<file path="config.mk">
export PLATFORM = sky130hd
export DESIGN_NAME = vout_slew_scale_floor_cmds
export DESIGN_NICKNAME = d
export VERILOG_FILES = /design/src/rtl/vout_cmd_pkg.sv /design/src/rtl/vout_slew_scale_floor_cmds.sv
export SDC_FILE = /design/constraint.sdc
export NUM_CORES = 1
export LEC_CHECK = 0
export ABC_AREA = 1
export BUFFER_PORTS_ARGS = -buffer_cell sky130_fd_sc_hd__buf_4
export CORE_ASPECT_RATIO = 1.75
export CORE_MARGIN = 8
export CORE_UTILIZATION = 51
export DETAILED_ROUTE_END_ITERATION = 8
export GPL_TIMING_DRIVEN = 0
export PLACE_DENSITY = 0.77
export SKIP_CTS_REPAIR_TIMING = 1
export SLEW_MARGIN = 10
export SYNTH_ARGS = -nofsm -noshare
export SYNTH_HDL_FRONTEND = slang
export SYNTH_SLANG_ARGS = --single-unit
</file>
<file path="constraint.sdc">
create_clock -name sys_clk -period 6.4 [get_ports sys_clk]
set_input_delay 0.32 -clock sys_clk [delete_from_list [all_inputs] [get_ports sys_clk]]
set_output_delay 0.32 -clock sys_clk [all_outputs]
set_load 0.02 [all_outputs]
</file>
<file path="src/rtl/vout_cmd_pkg.sv">
// Constants and types for the output slew, loop scale and floor commands
package vout_cmd_pkg;
  // ****************
  // Command codes
  // ****************
  localparam logic [7:0] CMD_SLEW = 8'h27;
  localparam logic [7:0] CMD_SCALE = 8'h29;
  localparam logic [7:0] CMD_FLOOR = 8'h2B;
  // ****************
  // Field layout of linear words
  // ****************
  localparam int EXP_LSB = 11;
  localparam int EXP_MSB = 15;
  localparam int MANT_MSB = 10;
  // ****************
  // Reset values and limits
  // ****************
  localparam logic [4:0] SLEW_EXP_FIXED = 5'h1C;
  localparam logic [10:0] SLEW_MANT_RESET = 11'h010;
  localparam logic [10:0] SLEW_MANT_MIN = 11'h002;
  localparam logic [10:0] SLEW_MANT_MAX = 11'h0FE;
  localparam logic [4:0] SCALE_EXP_RESET = 5'h19;
  localparam logic [10:0] SCALE_MANT_RESET = 11'h040;
  localparam logic [15:0] FLOOR_RESET = 16'h0000;
  localparam logic [15:0] LIMIT_LOW = 16'h0000;
  localparam logic [15:0] LIMIT_HIGH = 16'hFFFF;
  // Loop scale in units of 2^-16
  localparam logic [16:0] SCALE_EIGHTH = 17'h02000;
  localparam logic [16:0] SCALE_QUARTER = 17'h04000;
  localparam logic [16:0] SCALE_HALF = 17'h08000;
  localparam logic [16:0] SCALE_ONE = 17'h10000;
  // ****************
  // Timing
  // ****************
  localparam int TICK_NS = 1000;
  localparam int CLK_PERIOD_NS = 10;
  localparam int TICK_CYCLES = TICK_NS / CLK_PERIOD_NS;
  // ****************
  // Types
  // ****************
  typedef enum logic [1:0] {DIV_EIGHTH, DIV_QUARTER, DIV_HALF, DIV_ONE}
    divider_t;
  typedef enum {RAMP_TRACK, RAMP_HOLD, RAMP_UP, RAMP_DOWN} ramp_state_t;
endpackage

</file>
<file path="src/rtl/vout_slew_scale_floor_cmds.sv">
// Slew rate, loop scale and floor command registers with output ramp
`timescale 1ns/1ps
module vout_slew_scale_floor_cmds (
  // Clock and reset
  input wire logic sys_clk,
  input wire logic reset,
  // Command port from the bus engine
  input wire logic cmd_valid,
  input wire logic cmd_write,
  input wire logic [7:0] cmd_code,
  input wire logic [15:0] cmd_wdata,
  output logic rd_valid_q,
  output logic [15:0] rd_data_q,
  // Nonvolatile restore and supply events
  input wire logic restore_pulse,
  input wire logic [15:0] nvm_slew,
  input wire logic [15:0] nvm_scale,
  input wire logic [15:0] nvm_floor,
  input wire logic supply_cycle_pulse,
  // Conversion context
  input wire logic conv_enable,
  input wire logic onoff_ramp,
  input wire logic [15:0] target_request,
  input wire logic [15:0] upper_limit,
  // Status
  input wire logic clear_faults,
  output logic invalid_data_q,
  output logic minmax_warn_q,
  output logic none_above_q,
  output logic word_vout_q,
  output logic alert_q,
  // Loop controls
  output logic [1:0] divider_sel_q,
  output logic [16:0] loop_scale_q,
  output logic [19:0] vref_fine_q
);
  // ****************
  // Decoding functions
  // ****************
  function automatic logic slew_ok(input logic [15:0] w);
    slew_ok = (w[15:11] == vout_cmd_pkg::SLEW_EXP_FIXED) &&
      (w[10:0] >= vout_cmd_pkg::SLEW_MANT_MIN) &&
      (w[10:0] <= vout_cmd_pkg::SLEW_MANT_MAX);
  endfunction
  function automatic logic [16:0] scale_val(input logic [15:0] w);
    logic signed [5:0] e;
    logic [27:0] v;
    e = 6'(signed'(w[15:11]));
    v = 28'h0000000;
    if (e >= -6'sd16 && e <= 6'sd0 && !w[10]) begin
      v = {17'h00000, w[10:0]} << 5'(e + 6'sd16);
    end
    if (v > {11'h000, vout_cmd_pkg::SCALE_ONE}) begin
      scale_val = 17'h00000;
    end else begin
      scale_val = v[16:0];
    end
  endfunction
  function automatic logic [1:0] divider_of(input logic [16:0] s);
    if (s <= vout_cmd_pkg::SCALE_EIGHTH) begin
      divider_of = vout_cmd_pkg::DIV_EIGHTH;
    end else if (s <= vout_cmd_pkg::SCALE_QUARTER) begin
      divider_of = vout_cmd_pkg::DIV_QUARTER;
    end else if (s <= vout_cmd_pkg::SCALE_HALF) begin
      divider_of = vout_cmd_pkg::DIV_HALF;
    end else begin
      divider_of = vout_cmd_pkg::DIV_ONE;
    end
  endfunction
  function automatic logic floor_ok(input logic [15:0] w);
    floor_ok = (w >= vout_cmd_pkg::LIMIT_LOW) &&
      (w <= vout_cmd_pkg::LIMIT_HIGH);
  endfunction

  // ****************
  // Command registers
  // ****************
  logic [15:0] slew_q;
  logic [15:0] scale_q;
  logic [15:0] floor_q;
  logic wr_slew, wr_scale, wr_floor, bad_write;
  always_comb begin
    wr_slew = 1'b0;
    wr_scale = 1'b0;
    wr_floor = 1'b0;
    bad_write = 1'b0;
    if (cmd_valid && cmd_write && cmd_code == vout_cmd_pkg::CMD_SLEW) begin
      wr_slew = slew_ok(cmd_wdata);
      bad_write = !slew_ok(cmd_wdata);
    end else if (cmd_valid && cmd_write &&
                 cmd_code == vout_cmd_pkg::CMD_SCALE) begin
      wr_scale = (scale_val(cmd_wdata) != 17'h00000);
      bad_write = (scale_val(cmd_wdata) == 17'h00000);
    end else if (cmd_valid && cmd_write &&
                 cmd_code == vout_cmd_pkg::CMD_FLOOR) begin
      wr_floor = floor_ok(cmd_wdata);
      bad_write = !floor_ok(cmd_wdata);
    end
  end
  // Stored words are kept verbatim so reads return what was written
  always_ff @(posedge sys_clk) begin
    if (reset) begin
      slew_q <= {vout_cmd_pkg::SLEW_EXP_FIXED, vout_cmd_pkg::SLEW_MANT_RESET};
      scale_q <= {vout_cmd_pkg::SCALE_EXP_RESET,
                  vout_cmd_pkg::SCALE_MANT_RESET};
      floor_q <= vout_cmd_pkg::FLOOR_RESET;
    end else if (restore_pulse) begin
      slew_q <= nvm_slew;
      scale_q <= nvm_scale;
      floor_q <= nvm_floor;
    end else begin
      if (wr_slew) begin
        slew_q <= cmd_wdata;
      end
      if (wr_scale) begin
        scale_q <= cmd_wdata;
      end
      if (wr_floor) begin
        floor_q <= cmd_wdata;
      end
    end
  end

  // ****************
  // Read path
  // ****************
  // Codes owned by other blocks get no answer here
  always_ff @(posedge sys_clk) begin
    if (reset) begin
      rd_valid_q <= 1'b0;
      rd_data_q <= 16'h0000;
    end else begin
      rd_valid_q <= 1'b0;
      if (cmd_valid && !cmd_write) begin
        if (cmd_code == vout_cmd_pkg::CMD_SLEW) begin
          rd_valid_q <= 1'b1;
          rd_data_q <= slew_q;
        end else if (cmd_code == vout_cmd_pkg::CMD_SCALE) begin
          rd_valid_q <= 1'b1;
          rd_data_q <= scale_q;
        end else if (cmd_code == vout_cmd_pkg::CMD_FLOOR) begin
          rd_valid_q <= 1'b1;
          rd_data_q <= floor_q;
        end
      end
    end
  end

  // ****************
  // Loop scale and divider
  // ****************
  logic scale_update;
  logic [15:0] scale_src;
  assign scale_update = !conv_enable || restore_pulse || supply_cycle_pulse;
  assign scale_src = restore_pulse ? nvm_scale : scale_q;
  // Divider tap cannot move under a live loop without glitching the output
  always_ff @(posedge sys_clk) begin
    if (reset) begin
      loop_scale_q <= vout_cmd_pkg::SCALE_HALF;
      divider_sel_q <= vout_cmd_pkg::DIV_HALF;
    end else if (scale_update) begin
      loop_scale_q <= scale_val(scale_src);
      divider_sel_q <= divider_of(scale_val(scale_src));
    end
  end

  // ****************
  // Target limiting and warning
  // ****************
  logic below, above;
  logic [15:0] goal;
  assign below = target_request < floor_q;
  assign above = target_request > upper_limit;
  always_comb begin
    goal = target_request;
    if (below) begin
      goal = floor_q;
    end else if (above) begin
      goal = upper_limit;
    end
  end
  logic warn_evt;
  assign warn_evt = conv_enable && (below || above);
  // Set wins over clear so an event on the clear cycle is kept
  always_ff @(posedge sys_clk) begin
    if (reset) begin
      minmax_warn_q <= 1'b0;
      none_above_q <= 1'b0;
      word_vout_q <= 1'b0;
      invalid_data_q <= 1'b0;
      alert_q <= 1'b0;
    end else begin
      if (warn_evt) begin
        minmax_warn_q <= 1'b1;
        none_above_q <= 1'b1;
        word_vout_q <= 1'b1;
      end else if (clear_faults) begin
        minmax_warn_q <= 1'b0;
        none_above_q <= 1'b0;
        word_vout_q <= 1'b0;
      end
      if (bad_write) begin
        invalid_data_q <= 1'b1;
      end else if (clear_faults) begin
        invalid_data_q <= 1'b0;
      end
      if (warn_evt || bad_write) begin
        alert_q <= 1'b1;
      end else if (clear_faults) begin
        alert_q <= 1'b0;
      end
    end
  end

  // ****************
  // Slew timebase and ramp
  // ****************
  localparam logic [6:0] TICK_LAST = 7'(vout_cmd_pkg::TICK_CYCLES - 1);
  logic [6:0] tick_cnt_q;
  logic tick;
  assign tick = (tick_cnt_q == TICK_LAST);
  always_ff @(posedge sys_clk) begin
    if (reset || tick) begin
      tick_cnt_q <= 7'h00;
    end else begin
      tick_cnt_q <= tick_cnt_q + 7'h01;
    end
  end
  // Every valid code is a supported slope at this step resolution
  logic [19:0] step, goal_fine, gap_up, gap_dn;
  assign step = {9'h000, slew_q[10:0]};
  assign goal_fine = {goal, 4'h0};
  assign gap_up = goal_fine - vref_fine_q;
  assign gap_dn = vref_fine_q - goal_fine;
  vout_cmd_pkg::ramp_state_t state_q;
  always_ff @(posedge sys_clk) begin
    if (reset) begin
      state_q <= vout_cmd_pkg::RAMP_TRACK;
      vref_fine_q <= 20'h00000;
    end else begin
      case (state_q)
        vout_cmd_pkg::RAMP_TRACK: begin
          vref_fine_q <= goal_fine;
          if (conv_enable && !onoff_ramp) begin
            state_q <= vout_cmd_pkg::RAMP_HOLD;
          end
        end
        default: begin
          if (!conv_enable || onoff_ramp) begin
            vref_fine_q <= goal_fine;
            state_q <= vout_cmd_pkg::RAMP_TRACK;
          end else if (vref_fine_q < goal_fine) begin
            state_q <= vout_cmd_pkg::RAMP_UP;
            if (tick) begin
              vref_fine_q <= (gap_up <= step) ? goal_fine
                                              : vref_fine_q + step;
            end
          end else if (vref_fine_q > goal_fine) begin
            state_q <= vout_cmd_pkg::RAMP_DOWN;
            if (tick) begin
              vref_fine_q <= (gap_dn <= step) ? goal_fine
                                              : vref_fine_q - step;
            end
          end else begin
            state_q <= vout_cmd_pkg::RAMP_HOLD;
          end
        end
      endcase
    end
  end

  // ****************
  // Assertions
  // ****************
  logic [19:0] vref_prev_q, dref;
  always_ff @(posedge sys_clk) vref_prev_q <= vref_fine_q;
  assign dref = (vref_prev_q > vref_fine_q) ? vref_prev_q - vref_fine_q :
                vref_fine_q - vref_prev_q;
  property p_slew_step;
    @(posedge sys_clk) disable iff (reset)
      (state_q != vout_cmd_pkg::RAMP_TRACK && $past(state_q) !=
       vout_cmd_pkg::RAMP_TRACK && conv_enable && !onoff_ramp &&
       $stable(slew_q)) |-> (dref <= step);
  endproperty
  a_slew_step: assert property (p_slew_step)
    else $error("Reference moved more than one step");
  property p_bypass;
    @(posedge sys_clk) disable iff (reset)
      onoff_ramp |=> (vref_fine_q == $past(goal_fine));
  endproperty
  a_bypass: assert property (p_bypass)
    else $error("On/off ramp did not bypass slew");
  property p_tick_only;
    @(posedge sys_clk) disable iff (reset)
      (!tick && conv_enable && !onoff_ramp &&
       state_q != vout_cmd_pkg::RAMP_TRACK) |=> $stable(vref_fine_q);
  endproperty
  a_tick_only: assert property (p_tick_only)
    else $error("Reference moved without a tick");
  property p_slew_range;
    @(posedge sys_clk) disable iff (reset)
      (cmd_valid && cmd_write && cmd_code == vout_cmd_pkg::CMD_SLEW &&
       !restore_pulse && (cmd_wdata[10:0] < 11'h002 ||
       cmd_wdata[10:0] > 11'h0FE)) |=> ($stable(slew_q) && invalid_data_q
       && alert_q);
  endproperty
  a_slew_range: assert property (p_slew_range)
    else $error("Out of range slew was accepted");
  property p_scale_hold;
    @(posedge sys_clk) disable iff (reset)
      (conv_enable && !restore_pulse && !supply_cycle_pulse) |=>
        $stable(divider_sel_q);
  endproperty
  a_scale_hold: assert property (p_scale_hold)
    else $error("Divider changed while converting");
  property p_divider;
    @(posedge sys_clk) disable iff (reset)
      divider_sel_q == divider_of(loop_scale_q);
  endproperty
  a_divider: assert property (p_divider)
    else $error("Divider does not match scale");
  property p_readback;
    @(posedge sys_clk) disable iff (reset)
      (wr_scale && !restore_pulse) ##1 (cmd_valid && !cmd_write &&
       cmd_code == vout_cmd_pkg::CMD_SCALE && !restore_pulse) |=>
        (rd_valid_q && rd_data_q == $past(cmd_wdata, 2));
  endproperty
  a_readback: assert property (p_readback)
    else $error("Scale readback differs from write");
  property p_floor_warn;
    @(posedge sys_clk) disable iff (reset)
      (conv_enable && below) |=> (minmax_warn_q && none_above_q &&
       word_vout_q && alert_q);
  endproperty
  a_floor_warn: assert property (p_floor_warn)
    else $error("Floor violation did not warn");
  property p_floor_goal;
    @(posedge sys_clk) disable iff (reset)
      (conv_enable && !onoff_ramp && below) |-> goal == floor_q;
  endproperty
  a_floor_goal: assert property (p_floor_goal)
    else $error("Goal below floor");
  c_ramp_up: cover property (@(posedge sys_clk) disable iff (reset)
    state_q == vout_cmd_pkg::RAMP_UP ##1 state_q == vout_cmd_pkg::RAMP_HOLD);
  c_warn: cover property (@(posedge sys_clk) disable iff (reset)
    $rose(minmax_warn_q));
  c_bad: cover property (@(posedge sys_clk) disable iff (reset)
    $rose(invalid_data_q));
endmodule

</file>
==> metrics.md, run 1 <==
| Metric | Value |
|---|---|
| Status | `finished, final reports clean` |
| Post-Layout Cell Count | `2301` |
| Antenna-violating nets left | `0` |
| Max-Cap Viols | `0` |
| Average size of a mapped cell | `6.33 sq um` |
| Layout cells sized above 1 | `14.8%` |
| Antenna violations before repair | `0` |
| Worst slew pin tran | `1.00 ns` |
| Initial Utilization | `51.7%` |
| First-pass GRT wire length | `73600 um` |
| Clk buf depth | `2` |
| Port Buf Inserts | `172` |
| Die height | `214 um` |
| Setup Slack @ Placement | `0.189 ns` |
| Synth-to-layout area growth | `20.3%` |
| Final Hold Fails | `0` |
| # H-tree levels | `4` |
| DRT Pass-1 Iters | `5` |
| Net count after synthesis | `2022` |
| Slew margin rel. | `32.5%` |
| Cell variety after synth | `60` |
| GRT Total Usage | `35.1%` |
| Synth Area in Adders | `12.0%` |
| Worst Path Max Fanout | `10` |
| Placed insts | `2269` |
| Layout net count | `2213` |
| Largest family of logic cells by synthesized area | `simple AND/OR/NAND/NOR gates` |
| Largest net degree at the start of global routing | `17` |
| DP Wirelength | `39200 um` |
| Worst path arrival time | `6.29 ns` |
| Fraction of the mapped netlist area in simple logic gates | `30.4%` |
| Clk_skew | `0.00938 ns` |
| Antenna Diode Count | `0` |
| CP max stage cell | `dfxtp_1` |
| CTS Root Cell | `clkbuf_16` |
| # rows | `72` |
| F_max | `0.169 GHz` |
| Number of clock sinks | `116` |
| Leakage power | `6.67 nW` |
| Initial DRC Count | `911` |
| Sw Share | `43.7%` |
| Crit path top cell by count | `nand2_1` |
| Post-route clock period utilization | `92.6%` |
| Slowest Stage Delay on Critical Path | `0.40 ns` |
| CTS tree | `yes` |
| Filler cell count | `2194` |
| Clock share of power | `28.9%` |
| CP Capture Type | `register` |
| Max-slew violation count | `0` |
| Total negative slack | `0 ns` |
| Xor and xnor fraction of the mapped netlist area | `3.76%` |
| Worst-path clk slew | `0.06 ns` |
| Finished Core Util | `62.2%` |
| Post-Syn Area | `0.0114 sq mm` |
| Sequential share of power | `24.1%` |
| Startpoint types | `register` |
| Clk_lat worst skew | `0.44 ns` |
| VDD IR max | `186 uV` |
| Die area | `0.0276 sq mm` |
| HP Class | `in -> reg` |
| Final wirelength | `48000 um` |
| Unrepaired setup endpoints after global routing | `no` |
| CORE AREA | `0.0221 sq mm` |
| Sequential-to-total area share from yosys stat | `20.4%` |
| Die X | `129 um` |
| Top-Level Pins | `174` |
| Post-synthesis compound-gate area fraction | `23.5%` |
| Vias in the first global route | `13800` |
| Critical path class | `reg -> reg` |
| Switching power | `1.52 mW` |
| Residual DRC | `0` |
| Via count | `13500` |
| Final WS setup | `0.474 ns` |
| Synth warn | `0` |
| Internal | `1.95 mW` |
| Routed length per instance | `20.9 um` |
| Most frequent cells in the layout | `nand2_1 (473), inv_1 (187), buf_4 (177), a21oi_1 (176), o21ai_0 (134)` |
| Power density over cell area | `253 mW/mm^2` |
| Fin crit period | `5.93 ns` |
| Comb pwr share | `47.0%` |
| Mux cell area share after synthesis | `0%` |
| Grt ovf | `0` |
| Final setup fails | `0` |
| Via density | `5.87` |
| RePlAce Congestion | `1.05` |
| Fin Hold WS | `0.130 ns` |
| Synthesis-stage register bit count | `116` |
| Post-Syn Instances | `1801` |
| CTS Buf Count | `17` |
| Worst endpoint required time | `6.77 ns` |
| Commonest non-fill, non-tap cell in the layout | `nand2_1` |
## synthesized netlist by cell type, drive strengths merged
cell	instances	area share (%)
a221oi	1	0.077
o21bai	9	0.59
a22oi	6	0.39
or2	7	0.38
nand3b	5	0.33
o22ai	1	0.055
and2	1	0.055
nor4b	1	0.21
a21boi	4	0.30
xor2	43	3.3
a21o	6	0.39
nor3	31	1.5
o2111ai	4	0.31
nand2	491	17
o2bb2ai	1	0.077
fa	3	0.53
nand3	99	4.6
o211ai	41	2.7
o221a	1	0.099
nor2	123	4.4
o311ai	2	0.15
o31ai	4	0.26
nand4	26	1.4
nor3b	2	0.13
xnor2	6	0.46
clkbuf	42	1.4
o21ai	146	6.5
o21a	21	1.4
clkinv	3	0.099
o211a	12	1.1
a21oi	180	8.1
inv	200	6.6
ha	105	12
dfxtp	116	20
nor4	10	0.68
o221ai	2	0.15
buf	30	1.8
a211oi	4	0.26
a31oi	12	0.66
## per-stage QoR
stage | area [sq um] | power, mW
floorplan | 11400 | 1.89
global placement | 13100 | 2.39
detailed placement | 13100 | 2.41
global route | 13700 | 3.67
finish | 13700 | 3.47
CTS | 13700 | 3.40
## final timing paths
kind,start,end,slack (ns),cells after the start
worst max register to register,floor_q[1],vref_fine_q[15],0.47,32
worst max-delay path,floor_q[1],vref_fine_q[15],0.47,32
worst min register to register,tick_cnt_q[0],tick_cnt_q[0],0.44,1
worst min-delay path,nvm_slew[13],slew_q[13],0.13,3
## layer usage
| layer | track usage, % | vias up | routed length, um |
|---|---|---|---|
| li1 | - | 6426 | - |
| met1 | 31.4 | 6208 | 15800 |
| met2 | 64.9 | 614 | 24800 |
| met3 | 6.08 | 261 | 2610 |
| met4 | 33.7 | 0 | 4790 |
| met5 | 0 | - | 0 |
## area by class of cell
class	instances	area, sq um	area share, %
clock inverter	14	178	1.30
timing repair buffer	172	1290	9.41
buffer	72	373	2.72
tap	296	370	2.70
sequential	116	2320	16.9
clock buffer	18	429	3.13
multi-input combinational	1410	7990	58.2
inverter	203	767	5.59
## state kept, by name, summed over array words and instances (netlist names)
name / count
vref_fine_q: 20
loop_scale_q: 17
floor_q: 16
rd_data_q: 16
scale_q: 16
slew_q: 16
tick_cnt_q: 7
divider_sel_q: 2
state_q: 2
alert_q: 1
invalid_data_q: 1
rd_valid_q: 1
word_vout_q: 1
## worst max-delay path: cells and delay by family, from the launching register on
kind | cells | cell delay, ns
adder cells (fa/ha/maj) | 3 | 0.86
AO/OA/AOI/OAI | 10 | 1.64
AND/OR/NAND/NOR | 10 | 1.13
buffers and inverters | 8 | 1.50
XOR/XNOR | 1 | 0.34
flip-flops | 1 | 0.40
## power by group through the flow
stage / logic (mW) / clock network (mW) / registers (mW)
after floorplan: 1.05 / 0 / 0.845
after global placement: 1.55 / 0 / 0.846
after detailed placement: 1.56 / 0 / 0.847
after CTS: 1.57 / 0.999 / 0.831
after global routing: 1.80 / 1.03 / 0.837
final: 1.63 / 1.00 / 0.835
## cells by family after synthesis
family / after synthesis
buffers and inverters: 275
adder cells (fa/ha/maj): 108
flip-flops: 116
AO/OA/AOI/OAI: 457
AND/OR/NAND/NOR: 796
XOR/XNOR: 49
Note: power is estimated with default switching activity, not from simulation.
==> run 2: changes to the inputs <==
- GPL_TIMING_DRIVEN: 0 -> not set
==> metrics.md, run 2 (same netlist as run 1, synthesis figures left out) <==
| Metric | Value |
|---|---|
| Layout cells sized above 1 | `14.5%` |
| # H-tree levels | `4` |
| Slew margin rel. | `20.3%` |
| Commonest non-fill, non-tap cell in the layout | `nand2_1` |
| Worst hold start | `nvm_slew[14]` |
| Switching power | `1.49 mW` |
| Number of flip-flops in the largest register | `20` |
| Antenna violations before repair | `0` |
| GRT Total Usage | `32.9%` |
| Layout net count | `2156` |
| Initial DRC Count | `956` |
| Clock share of power | `28.0%` |
| Internal | `1.86 mW` |
| Sequential share of power | `24.5%` |
| Clk_skew | `0.0112 ns` |
| Routed length per instance | `20.0 um` |
| Residual DRC | `0` |
| RR Startpoint | `floor_q[1]` |
| Clk_lat worst skew | `0.44 ns` |
| Antenna-violating nets left | `0` |
| Comb pwr share | `47.5%` |
| Via density | `5.92` |
| Most frequent cells in the layout | `nand2_1 (472), inv_1 (187), buf_4 (187), a21oi_1 (175), o21ai_0 (137)` |
| Max-Cap Viols | `0` |
| Power density over cell area | `250 mW/mm^2` |
| Die X | `129 um` |
| Largest regs | `vref_fine_q: 20 flops, loop_scale_q: 17 flops` |
| Max-slew violation count | `0` |
| Synth-to-layout area growth | `17.6%` |
| Unrepaired setup endpoints after global routing | `no` |
| CTS tree | `yes` |
| Sw Share | `44.5%` |
| Die area | `0.0276 sq mm` |
| Top-Level Pins | `174` |
| Via count | `13300` |
| Die height | `214 um` |
| Critical path class | `reg -> reg` |
| Fin crit period | `6.11 ns` |
| Biggest register | `vref_fine_q` |
| DP Wirelength | `35800 um` |
| Leakage power | `6.53 nW` |
| Finished Cell Area | `0.0134 sq mm` |
| RePlAce Congestion | `1.06` |
| First-pass GRT wire length | `69600 um` |
| Crit path launch | `floor_q[1]` |
| Worst Path Max Fanout | `19` |
| Port Buf Inserts | `173` |
| DRT Pass-1 Iters | `5` |
| CORE AREA | `0.0221 sq mm` |
| Vias in the first global route | `13400` |
| Power Total | `3.36 mW` |
| Worst slew pin tran | `1.19 ns` |
| Final Hold Fails | `0` |
| Worst-path clk slew | `0.06 ns` |
| Startpoint types | `register` |
| Grt ovf | `0` |
| Post-route clock period utilization | `95.5%` |
| HP Class | `in -> reg` |
| # rows | `72` |
| Worst path arrival time | `6.49 ns` |
| CP Capture Type | `register` |
| CTS Root Cell | `clkbuf_16` |
| CTS Buf Count | `17` |
| Clk buf depth | `2` |
| Placed cell area | `0.0128 sq mm` |
| Antenna Diode Count | `0` |
| Status | `finished, final reports clean` |
| Fin Hold WS | `0.129 ns` |
| Total negative slack | `0 ns` |
| Initial Utilization | `51.7%` |
| Final wirelength | `45000 um` |
| Largest net degree at the start of global routing | `85` |
| VDD IR max | `145 uV` |
| Final setup fails | `0` |
| Number of clock sinks | `116` |
| F_max | `0.164 GHz` |
| Worst endpoint required time | `6.77 ns` |
-- run 2: cell types whose count changed in the layout (fill, tap and decap cells not counted), moves of 4 or more --
cell and delta:
buf_1 -4, buf_2 -11, buf_4 +10, buf_6 -8
clkbuf_1 -39, clkbuf_2 -5
-- run 2: final timing paths --
kind | to | slack (ns) | cells after the start
setup / recovery | vref_fine_q[10] | 0.29 | 27
hold / removal | slew_q[14] | 0.13 | 3
setup reg to reg | vref_fine_q[10] | 0.29 | 27
hold reg to reg | tick_cnt_q[0] | 0.45 | 1
-- run 2: final cells by class --
type	count	area [sq um]
fill	2248	8660
clock buffer	17	425
clock inverter	15	148
timing repair buffer	187	1400
tap	296	370
sequential	116	2320
multi-input combinational	1410	7970
inverter	203	767
-- run 2: through the flow --
| step | util [%] | std cells | setup slack (ns) |
|---|---|---|---|
| 2_1_floorplan | - | 1801 | 1.68 |
| 3_3_place_gp | 58.1 | 2212 | 0.0750 |
| 3_5_place_dp | 58.1 | 2212 | 0.0455 |
| 4_1_cts | 60.7 | 2244 | 0.0792 |
| 5_1_grt | 60.8 | 2244 | 0.0547 |
| 6_report | 60.8 | 2244 | 0.287 |
-- run 2: power by group through the flow --
stage	Sequential (mW)	Clock, mW	Combinational [mW]
2_1_floorplan	0.845	0	1.05
3_3_place_gp	0.834	0	1.53
3_5_place_dp	0.834	0	1.54
4_1_cts	0.819	0.947	1.55
5_1_grt	0.825	0.977	1.76
6_report	0.822	0.941	1.60
-- run 2: critical path: stages, from the launching register on --
cell and delay, ns:
dfxtp_1 0.40, inv_1 0.07, ha_1 0.26, a21boi_0 0.18, o211ai_1 0.11, a21oi_1 0.15
o211ai_1 0.14, nand2_4 0.21, o211ai_1 0.18, o21ai_1 0.25, inv_1 0.13, ha_1 0.38
a21oi_1 0.18, nand2_2 0.10, a21boi_2 0.31, o21ai_1 0.18, xor2_2 0.22, ha_1 0.36
nand3_1 0.07, nor4_1 0.31, o21ai_0 0.28, a21oi_2 0.32, nand2_1 0.16, nand2_1 0.16
nand2_1 0.13, nand2_2 0.31, nand2_1 0.29, a21oi_1 0.21
-- run 2: metal layers --
metal	part of all wire, %	global-route usage [%]
met1	33	30.3
met5	0	0
met4	8.8	29.1
met3	6.5	7.02
met2	52	59.9
